`src/hw/sag_map.svh`:
```
// address map, field positions and bus register offsets of the sfr access guard
`ifndef SAG_MAP_SVH
`define SAG_MAP_SVH

// register group bounds
`define SAG_SYS_LO   8'h90
`define SAG_SEG_LO   8'hA0
`define SAG_FW_LO    8'hA8
`define SAG_CLOS_LO  8'hB0
`define SAG_HW_LO    8'hC0
// registers held or watched here
`define SAG_PROGRAM_STATUS_HIGH     8'h90
`define SAG_RSV0     8'h9D
`define SAG_RSV1     8'h9E
`define SAG_RSV2     8'h9F
`define SAG_SEGT_L   8'hA0
`define SAG_SEGT_H   8'hA1
`define SAG_FWR_L    8'hA8
`define SAG_FWR_H    8'hA9
`define SAG_XB_L     8'hAA
`define SAG_XB_H     8'hAB
`define SAG_XS_L     8'hAC
`define SAG_XS_H     8'hAD
`define SAG_CLOCK_SELECTION_REG   8'hC0
`define SAG_RNG      8'hD0
`define SAG_KEYA     8'hE0
`define SAG_KEYD     8'hE1
// fields
`define SAG_PSW_SYS  7
`define SAG_PSW_CLOS 6
`define SAG_HW_IDX   5:2
`define SAG_CTRL_LOG 0
`define SAG_CTRL_CLR 1
// bus register offsets
`define SAG_AX_CTRL  8'h00
`define SAG_AX_STAT  8'h04
`define SAG_AX_DENY  8'h08
`define SAG_AX_LAST  8'h0C
`define SAG_AX_FWR   8'h10
`define SAG_AX_XB    8'h14
`define SAG_AX_XS    8'h18
`define SAG_AX_SEGT  8'h1C
`define SAG_OKAY     2'h0
`define SAG_SLVERR   2'h2
`endif

```
`src/hw/sag_pkg.sv`:
```
// types of the sfr access guard
package sag_pkg;
   typedef enum logic [2:0] {SAG_BOOT, SAG_TEST, SAG_CLOS, SAG_SYS, SAG_USER} sag_mode_t;
   typedef enum logic [2:0] {GRP_GEN, GRP_SYS, GRP_SEG, GRP_FW, GRP_CLOS, GRP_HW} sag_grp_t;
   typedef struct packed {
      logic [7:0]  psw;
      logic [15:0] segt;
      logic [15:0] fwr;
      logic [15:0] xb;
      logic [15:0] xs;
      logic        s_vld;
      logic        s_rd;
      logic        s_wr;
      logic        s_ok;
      logic        s_own;
      logic [7:0]  s_addr;
      logic [7:0]  s_wdata;
      logic [7:0]  s_ldata;
      logic        c_ack;
      logic        c_denied;
      logic [7:0]  c_rdata;
      logic [2:0]  mode;
      logic        log_en;
      logic [15:0] deny_cnt;
      logic [11:0] last;
      logic        awready;
      logic        wready;
      logic        aw_got;
      logic        w_got;
      logic [7:0]  aw_addr;
      logic [31:0] w_data;
      logic        w_strb0;
      logic        bvalid;
      logic [1:0]  bresp;
      logic        arready;
      logic        rvalid;
      logic [1:0]  rresp;
      logic [31:0] rdata;
   } sag_state_t;
endpackage

```
`src/hw/sag_mode_dec.sv`:
```
// cpu mode derivation from program status high and internal state bits
`timescale 1ns/1ps
`default_nettype none
`include "sag_map.svh"
module sag_mode_dec
   import sag_pkg::*;
(
   // mode sources
   input  wire logic [7:0] psw,
   input  wire logic       boot_state,
   input  wire logic       test_state,
   // derived mode
   output var  sag_mode_t  mode
);
   always_comb begin
      if (boot_state) begin
         mode = SAG_BOOT;
      end else if (test_state) begin
         mode = SAG_TEST;
      end else if (psw[`SAG_PSW_CLOS]) begin
         mode = SAG_CLOS;
      end else if (psw[`SAG_PSW_SYS]) begin
         mode = SAG_SYS;
      end else begin
         mode = SAG_USER;
      end
   end
endmodule // sag_mode_dec
`default_nettype wire

```
`src/hw/sag_policy.sv`:
```
// grant or deny decision for one register access
`timescale 1ns/1ps
`default_nettype none
`include "sag_map.svh"
module sag_policy
   import sag_pkg::*;
(
   // access
   input  wire logic [7:0]  addr,
   input  wire logic        wr,
   input  wire sag_mode_t   mode,
   // rights
   input  wire logic [15:0] fw_rights,
   input  wire logic [15:0] seg_rights,
   // decision
   output logic             grant
);
   function automatic sag_grp_t grp_of(input logic [7:0] a);
      if (a < `SAG_SYS_LO) grp_of = GRP_GEN;
      else if (a < `SAG_SEG_LO) grp_of = GRP_SYS;
      else if (a < `SAG_FW_LO) grp_of = GRP_SEG;
      else if (a < `SAG_CLOS_LO) grp_of = GRP_FW;
      else if (a < `SAG_HW_LO) grp_of = GRP_CLOS;
      else grp_of = GRP_HW;
   endfunction

   sag_grp_t grp;
   logic     psw_rd;
   assign grp = grp_of(addr);
   assign psw_rd = !wr && addr == `SAG_PROGRAM_STATUS_HIGH;

   always_comb begin
      unique case (mode)
         SAG_BOOT, SAG_TEST: grant = 1'h1;
         SAG_CLOS: begin
            unique case (grp)
               GRP_GEN:  grant = 1'h1;
               GRP_FW:   grant = !wr;
               GRP_CLOS: grant = 1'h1;
               GRP_SYS:  grant = psw_rd;
               GRP_HW:   grant = fw_rights[addr[`SAG_HW_IDX]]
                                 || (!wr && addr == `SAG_CLOCK_SELECTION_REG);
               default:  grant = 1'h0;
            endcase
         end
         SAG_SYS: grant = grp != GRP_CLOS;
         SAG_USER: begin
            unique case (grp)
               GRP_GEN: grant = 1'h1;
               GRP_SYS: grant = psw_rd;
               GRP_HW:  grant = seg_rights[addr[`SAG_HW_IDX]];
               default: grant = 1'h0;
            endcase
         end
         default: grant = 1'h0;
      endcase
      if (grp == GRP_SEG && mode != SAG_SYS) grant = 1'h0;
      if (!wr && (addr == `SAG_RSV0 || addr == `SAG_RSV1 || addr == `SAG_RSV2))
         grant = 1'h0;
      if (wr && addr == `SAG_RNG) grant = 1'h0;
      if (!wr && (addr == `SAG_KEYA || addr == `SAG_KEYD)) grant = 1'h0;
   end
endmodule // sag_policy
`default_nettype wire

```
`src/hw/sag_guard.sv`:
```
// sfr access guard top: cpu port, sfr file port and bus register slave
//
// Design decisions made here: register access over AXI4-Lite and the address map.
`timescale 1ns/1ps
`default_nettype none
`include "sag_map.svh"
module sag_guard
   import sag_pkg::*;
(
   // clock and reset
   input  wire logic        aclk,
   input  wire logic        aresetn,
   // cpu register access
   input  wire logic        cpu_req,
   input  wire logic        cpu_wr,
   input  wire logic [7:0]  cpu_addr,
   input  wire logic [7:0]  cpu_wdata,
   output logic             cpu_ack,
   output logic             cpu_denied,
   output logic [7:0]       cpu_rdata,
   // mode sources and segment rights
   input  wire logic        boot_state,
   input  wire logic        test_state,
   input  wire logic [15:0] seg_hw_rights,
   output logic [2:0]       cpu_mode,
   // register file side
   output logic             sfr_rd,
   output logic             sfr_wr,
   output logic [7:0]       sfr_addr,
   output logic [7:0]       sfr_wdata,
   input  wire logic [7:0]  sfr_rdata,
   // memory unit side
   output logic [15:0]      seg_table_addr,
   output logic [15:0]      xchg_base,
   output logic [15:0]      xchg_size,
   // bus write
   input  wire logic [7:0]  s_axi_awaddr,
   input  wire logic        s_axi_awvalid,
   output logic             s_axi_awready,
   input  wire logic [31:0] s_axi_wdata,
   input  wire logic [3:0]  s_axi_wstrb,
   input  wire logic        s_axi_wvalid,
   output logic             s_axi_wready,
   output logic [1:0]       s_axi_bresp,
   output logic             s_axi_bvalid,
   input  wire logic        s_axi_bready,
   // bus read
   input  wire logic [7:0]  s_axi_araddr,
   input  wire logic        s_axi_arvalid,
   output logic             s_axi_arready,
   output logic [31:0]      s_axi_rdata,
   output logic [1:0]       s_axi_rresp,
   output logic             s_axi_rvalid,
   input  wire logic        s_axi_rready
);
   localparam sag_state_t SAG_RST = '{log_en: 1'h1, default: '0};

   sag_state_t q;
   sag_state_t n;
   sag_mode_t  cur_mode;
   logic       grant;
   logic       own;
   logic [7:0] lread;

   sag_mode_dec u_mode (
      .psw        (q.psw),
      .boot_state (boot_state),
      .test_state (test_state),
      .mode       (cur_mode)
   );

   sag_policy u_policy (
      .addr       (cpu_addr),
      .wr         (cpu_wr),
      .mode       (cur_mode),
      .fw_rights  (q.fwr),
      .seg_rights (seg_hw_rights),
      .grant      (grant)
   );

   // locally held registers; no partition register exists
   function automatic logic is_own(input logic [7:0] a);
      unique case (a)
         `SAG_PROGRAM_STATUS_HIGH, `SAG_SEGT_L, `SAG_SEGT_H, `SAG_FWR_L, `SAG_FWR_H,
         `SAG_XB_L, `SAG_XB_H, `SAG_XS_L, `SAG_XS_H: is_own = 1'h1;
         default: is_own = 1'h0;
      endcase
   endfunction

   function automatic logic [7:0] own_rd(input sag_state_t s, input logic [7:0] a);
      unique case (a)
         `SAG_PROGRAM_STATUS_HIGH:   own_rd = s.psw;
         `SAG_SEGT_L: own_rd = s.segt[7:0];
         `SAG_SEGT_H: own_rd = s.segt[15:8];
         `SAG_FWR_L:  own_rd = s.fwr[7:0];
         `SAG_FWR_H:  own_rd = s.fwr[15:8];
         `SAG_XB_L:   own_rd = s.xb[7:0];
         `SAG_XB_H:   own_rd = s.xb[15:8];
         `SAG_XS_L:   own_rd = s.xs[7:0];
         `SAG_XS_H:   own_rd = s.xs[15:8];
         default:     own_rd = 8'h00;
      endcase
   endfunction

   // bus read mux: {resp, data}
   function automatic logic [33:0] bus_rd(input sag_state_t s, input logic [7:0] a);
      unique case (a)
         `SAG_AX_CTRL: bus_rd = {`SAG_OKAY, 31'h0, s.log_en};
         `SAG_AX_STAT: bus_rd = {`SAG_OKAY, 29'h0, s.mode};
         `SAG_AX_DENY: bus_rd = {`SAG_OKAY, 16'h0, s.deny_cnt};
         `SAG_AX_LAST: bus_rd = {`SAG_OKAY, 20'h0, s.last};
         `SAG_AX_FWR:  bus_rd = {`SAG_OKAY, 16'h0, s.fwr};
         `SAG_AX_XB:   bus_rd = {`SAG_OKAY, 16'h0, s.xb};
         `SAG_AX_XS:   bus_rd = {`SAG_OKAY, 16'h0, s.xs};
         `SAG_AX_SEGT: bus_rd = {`SAG_OKAY, 16'h0, s.segt};
         default:      bus_rd = {`SAG_SLVERR, 32'h0};
      endcase
   endfunction

   assign own   = is_own(cpu_addr);
   assign lread = own_rd(q, cpu_addr);

   always_comb begin
      n = q;
      // bus slave: address and data in either order
      if (q.bvalid && s_axi_bready) n.bvalid = 1'h0;
      if (s_axi_awvalid && q.awready) begin
         n.aw_got  = 1'h1;
         n.aw_addr = s_axi_awaddr;
      end
      if (s_axi_wvalid && q.wready) begin
         n.w_got   = 1'h1;
         n.w_data  = s_axi_wdata;
         n.w_strb0 = s_axi_wstrb[0];
      end
      if (q.aw_got && q.w_got) begin
         n.aw_got = 1'h0;
         n.w_got  = 1'h0;
         n.bvalid = 1'h1;
         n.bresp  = `SAG_OKAY;
         unique case (q.aw_addr)
            `SAG_AX_CTRL: begin
               if (q.w_strb0) begin
                  n.log_en = q.w_data[`SAG_CTRL_LOG];
                  if (q.w_data[`SAG_CTRL_CLR]) n.deny_cnt = 16'h0000;
               end
            end
            `SAG_AX_STAT, `SAG_AX_DENY, `SAG_AX_LAST, `SAG_AX_FWR,
            `SAG_AX_XB, `SAG_AX_XS, `SAG_AX_SEGT: n.bresp = `SAG_OKAY;
            default: n.bresp = `SAG_SLVERR;
         endcase
      end
      if (q.rvalid && s_axi_rready) n.rvalid = 1'h0;
      if (s_axi_arvalid && q.arready) begin
         n.rvalid            = 1'h1;
         {n.rresp, n.rdata} = bus_rd(q, s_axi_araddr);
      end
      n.awready = !n.aw_got && !n.bvalid;
      n.wready  = !n.w_got && !n.bvalid;
      n.arready = !n.rvalid;

      // answer stage: denied reads give zero
      n.c_ack    = q.s_vld;
      n.c_denied = q.s_vld && !q.s_ok;
      n.c_rdata  = 8'h00;
      if (q.s_vld && q.s_ok && !q.s_wr) begin
         n.c_rdata = q.s_own ? q.s_ldata : sfr_rdata;
      end

      // request stage, decided with the issuing mode
      n.mode  = cur_mode;
      n.s_vld = cpu_req;
      n.s_rd  = 1'h0;
      n.s_wr  = 1'h0;
      if (cpu_req) begin
         n.s_addr  = cpu_addr;
         n.s_wdata = cpu_wdata;
         n.s_ok    = grant;
         n.s_own   = own;
         n.s_ldata = cpu_wr ? 8'h00 : lread;
         n.s_rd    = grant && !own && !cpu_wr;
         n.s_wr    = grant && !own && cpu_wr;
         if (grant && cpu_wr) begin
            unique case (cpu_addr)
               `SAG_PROGRAM_STATUS_HIGH:   n.psw       = cpu_wdata;
               `SAG_SEGT_L: n.segt[7:0]  = cpu_wdata;
               `SAG_SEGT_H: n.segt[15:8] = cpu_wdata;
               `SAG_FWR_L:  n.fwr[7:0]   = cpu_wdata;
               `SAG_FWR_H:  n.fwr[15:8]  = cpu_wdata;
               `SAG_XB_L:   n.xb[7:0]    = cpu_wdata;
               `SAG_XB_H:   n.xb[15:8]   = cpu_wdata;
               `SAG_XS_L:   n.xs[7:0]    = cpu_wdata;
               `SAG_XS_H:   n.xs[15:8]   = cpu_wdata;
               default:     n.psw        = q.psw;
            endcase
         end
         if (!grant && q.log_en) begin
            n.deny_cnt = n.deny_cnt + 16'h0001;
            n.last     = {cur_mode, cpu_wr, cpu_addr};
         end
      end
   end

   always_ff @(posedge aclk) begin
      if (!aresetn) begin
         q <= SAG_RST;
      end else begin
         q <= n;
      end
   end

   assign cpu_ack        = q.c_ack;
   assign cpu_denied     = q.c_denied;
   assign cpu_rdata      = q.c_rdata;
   assign cpu_mode       = q.mode;
   assign sfr_rd         = q.s_rd;
   assign sfr_wr         = q.s_wr;
   assign sfr_addr       = q.s_addr;
   assign sfr_wdata      = q.s_wdata;
   // table contents live in memory; only the pointer is here
   assign seg_table_addr = q.segt;
   assign xchg_base      = q.xb;
   assign xchg_size      = q.xs;
   assign s_axi_awready  = q.awready;
   assign s_axi_wready   = q.wready;
   assign s_axi_bvalid   = q.bvalid;
   assign s_axi_bresp    = q.bresp;
   assign s_axi_arready  = q.arready;
   assign s_axi_rvalid   = q.rvalid;
   assign s_axi_rresp    = q.rresp;
   assign s_axi_rdata    = q.rdata;
endmodule // sag_guard
`default_nettype wire

```
`config.mk`:
```
export PLATFORM = sky130hd
export DESIGN_NAME = sag_guard
export DESIGN_NICKNAME = d
export VERILOG_FILES = /design/src/hw/sag_pkg.sv /design/src/hw/sag_mode_dec.sv /design/src/hw/sag_policy.sv /design/src/hw/sag_guard.sv
export VERILOG_INCLUDE_DIRS = /design/src /design/src/hw
export SDC_FILE = /design/constraint.sdc
export NUM_CORES = 1
export LEC_CHECK = 0
export BUFFER_PORTS_ARGS = -buffer_cell sky130_fd_sc_hd__buf_2
export CELL_PAD_IN_SITES_DETAIL_PLACEMENT = 1
export CELL_PAD_IN_SITES_GLOBAL_PLACEMENT = 2
export CORE_AREA = 2 2 165 167
export CTS_BUF_LIST = sky130_fd_sc_hd__clkbuf_8
export CTS_CLUSTER_SIZE = 10
export DETAILED_ROUTE_END_ITERATION = 6
export DIE_AREA = 0 0 167 169
export PLACE_DENSITY = 0.95
export SYNTH_ARGS = -nofsm -noshare
export SYNTH_HDL_FRONTEND = slang
export SYNTH_SLANG_ARGS = --single-unit
```
`constraint.sdc`:
```
create_clock -name aclk -period 4.4 [get_ports aclk]
set_clock_uncertainty 0.05 [all_clocks]
set_input_delay 0.44 -clock aclk [delete_from_list [all_inputs] [get_ports aclk]]
set_output_delay 0.44 -clock aclk [all_outputs]
set_load 0.1 [all_outputs]
```
==> results by group <==
Status
  – Status: finished with violations
  – Failing checks: DRC

Pwr
  – Worst VDD drop: 0.000156 V
  – PnR Total Power: 3290 uW
  – Pint: about 2300 uW
  – Sw Pwr: around 1000 uW
  – Leakage: 0.00430 uW
  – Sw frac: 30.3%
  – Clock power frac: 36.3%
  – Total power divided by cell area: 325 nW/um^2
  – Logic pwr share: roughly an eighth
  – Reg power frac: 50.6%

CTS
  – CTS resizes: 0
  – Reg clk slew, reported paths: around 100 ps
  – Setup bufs post-CTS: 0
  – Clock Sinks: ~180
  – Total CTS buffers: 17
  – CTS tree: done
  – CTS Hold Buffers Added: 0
  – Max H-tree Level: 4
  – Root buf cell: clkbuf_8
  – Clock Latency Late Sink: about 480 ps
  – Max Root-Sink Buffers: 2

Floorplan
  – Core Area: 26500 sq um
  – Chip Width: 167 um
  – Total I/O pin count: approximately 220
  – Die Y-Extent: between 150 and 200 um
  – Row cnt: 60
  – Starting Density: 35.5%
  – DIE AREA: around 28000 sq um

Setup path
  – WP data required: 4740 ps
  – CP most frequent cell: a21oi_1
  – Slowest cell on crit path: mux4_1
  – CP cell instances: buf_2, mux4_1, nand4_1, a21oi_1, nor4_1, o21ai_2, or4_1, a21oi_1
  – Crit path kind: in -> reg
  – Worst setup SP type: input pin
  – Crit. End Element: flop
  – Crit path max fanout: 24
  – CP max stage delay: 660 ps
  – Worst Path Arrival: roughly 3400 ps

Placement
  – Routability cong.: approximately 0.90
  – IO Port Bufs: between 150 and 200
  – Hpwl dp: 22200 um

Layout
  – Layout fillers: 3096
  – Share of layout cells above drive strength 1: 22.7%
  – Most frequent cells in the layout: dfxtp_1, buf_2, nor2b_1
  – Commonest non-fill, non-tap cell in the layout: dfxtp_1
  – Final #Nets: about 1.1k
  – Syn-to-layout area delta: 7.68%
  – Post-layout util: 38.2%

Global route
  – Vias in the first global route: just under 8k
  – Global-route wire length before repair: 46000 um
  – Largest net degree at the start of global routing: between 100 and 150
  – All-Layer GR Usage: 21.0%
  – Remaining Overflow, GRT: 0
  – Antenna violations before repair: 2

Timing
  – Setup TNS: 0 ps
  – Final setup fails: 0
  – Final Hold Viols: 0
  – Hold WS: 145 ps
  – Slew HR: a little under two fifths
  – Fmax: 323 MHz
  – RSZ-0062 raised after global routing: no
  – Slew @ Worst Pin: around 940 ps
  – Crit share post-route: 70.4%
  – Post-layout min period: 3100 ps
  – Max-slew violations: 0

Routing
  – Detail Route Antenna Nets: 0
  – DRC Markers: 1
  – Per-cell routed wire length: 21.6 um
  – WL final: 30100 um
  – Vias per cell: 5.57
  – Starting DRC count in detailed routing: 715
  – First-pass DRT Iterations: 7
  – Vias: 7752

Logic synthesis
  – Synth warn: 0
  – Post-synth ARST share: 0%
  – Yosys cell types: 65
  – Post-synth EDFFs: 0
  – Ys flop type: dfxtp_1
  – Seq/Total Area, Yosys: approximately two fifths
  – Mapped cell area: 9400 sq um
  – Synth Register Bits: between 150 and 200
  – Synth Area per Inst: 9.44 sq um
  – Cells after Synth: 995

Run
  – Max cap viols: 0

Min path
  – Hold/Removal Path Class: in -> reg
## metal layers
| layer | track usage, % | share of wire [%] | vias up |
|---|---|---|---|
| li1 | - | - | 3509 |
| met1 | 25.8 | 40 | 3848 |
| met2 | 35.7 | 49 | 330 |
| met3 | 4.28 | 6.7 | 63 |
| met4 | 9.48 | 3.9 | 2 |
| met5 | 0 | 0.037 | - |
## path summary, 6_finish.rpt
kind,start,endpoint,slack [ps],cells past startpoint
worst max-delay path,cpu_addr[3],q[103],1300,8
worst min-delay path,sfr_rdata[4],cpu_rdata[4],140,3
worst max register to register,q[225],q[97],1500,7
worst min register to register,q[94],q[94],410,2
## Yosys cell counts, types with 4 or more instances
library cell	n	area share, %
o31ai_1	4	0.32
and2_1	15	1.0
nor3_1	8	0.43
nand2b_1	11	0.73
o21ai_0	14	0.75
o211ai_4	4	0.91
a22o_1	6	0.56
buf_1	5	0.20
and3_1	7	0.47
a222oi_1	35	3.7
nor2_1	31	1.2
a21boi_0	22	1.8
mux4_2	7	1.7
a221oi_1	7	0.65
buf_2	8	0.43
buf_6	4	0.48
dfxtp_1	179	38
or4_1	7	0.56
nor4_1	7	0.47
buf_4	112	8.9
a22oi_1	6	0.48
nand2_1	79	3.2
clkbuf_2	8	0.43
nand3_1	14	0.75
mux2i_1	110	12
or3_1	8	0.53
nor2b_1	117	7.8
a31oi_1	5	0.33
o21a_1	9	0.72
clkbuf_1	41	1.6
inv_1	5	0.20
a21oi_1	44	2.3
## registers in the layout (all words and copies together) (netlist names), 3 cells and up
| signal | flops |
|---|---|
| cpu_mode | 3 |
| sfr_addr | 8 |
| q | 76 |
| seg_table_addr | 16 |
| xchg_base | 16 |
| cpu_rdata | 8 |
| sfr_wdata | 8 |
| xchg_size | 16 |
| s_axi_rdata | 16 |
## worst max-delay path: cells and delay by family
| kind | cells | cell delay [ps] |
|---|---|---|
| AOI/OAI and AO/OA | 3 | 650 |
| buffers and inverters | 1 | 440 |
| muxes | 1 | 660 |
| and+or+nand+nor | 3 | 1240 |
## layout make-up
cell class	count	area [sq um]	area share, %
antenna	1	2.50	0.0247
sequential	179	3580	35.4
inverter	5	18.8	0.185
clock inverter	13	151	1.50
timing repair buffer	183	948	9.37
multi-input combinational	650	4730	46.7
clock buffer	19	262	2.58
tap	341	427	4.22
## kinds of logic after synthesis
logic type | share of synthesized area, %
buffers and inverters | 12.3
other | 0.0399
adders and majority gates | 0.240
muxes | 14.4
AOI/OAI and AO/OA | 15.7
xor gates and xnor gates | 0.466
DFF | 38.1
and+or+nand+nor | 18.7
## power groups by stage
stage,Clock (uW),Combinational (uW),Sequential (uW)
2_1_floorplan,0,340,1730
6_report,1200,431,1670
4_1_cts,1220,433,1670
5_1_grt,1290,454,1670
3_5_place_dp,0,433,1700
3_3_place_gp,0,427,1700
## stage by stage
stage	cell area [sq um]	instances	setup slack, ps
detailed placement	9700	1358	859
global placement	9700	1358	925
global route	10100	1390	1110
finish	10100	1391	1300
floorplan	9460	1012	1650
CTS	10100	1390	1350
Power figures use the tool's default switching activity.
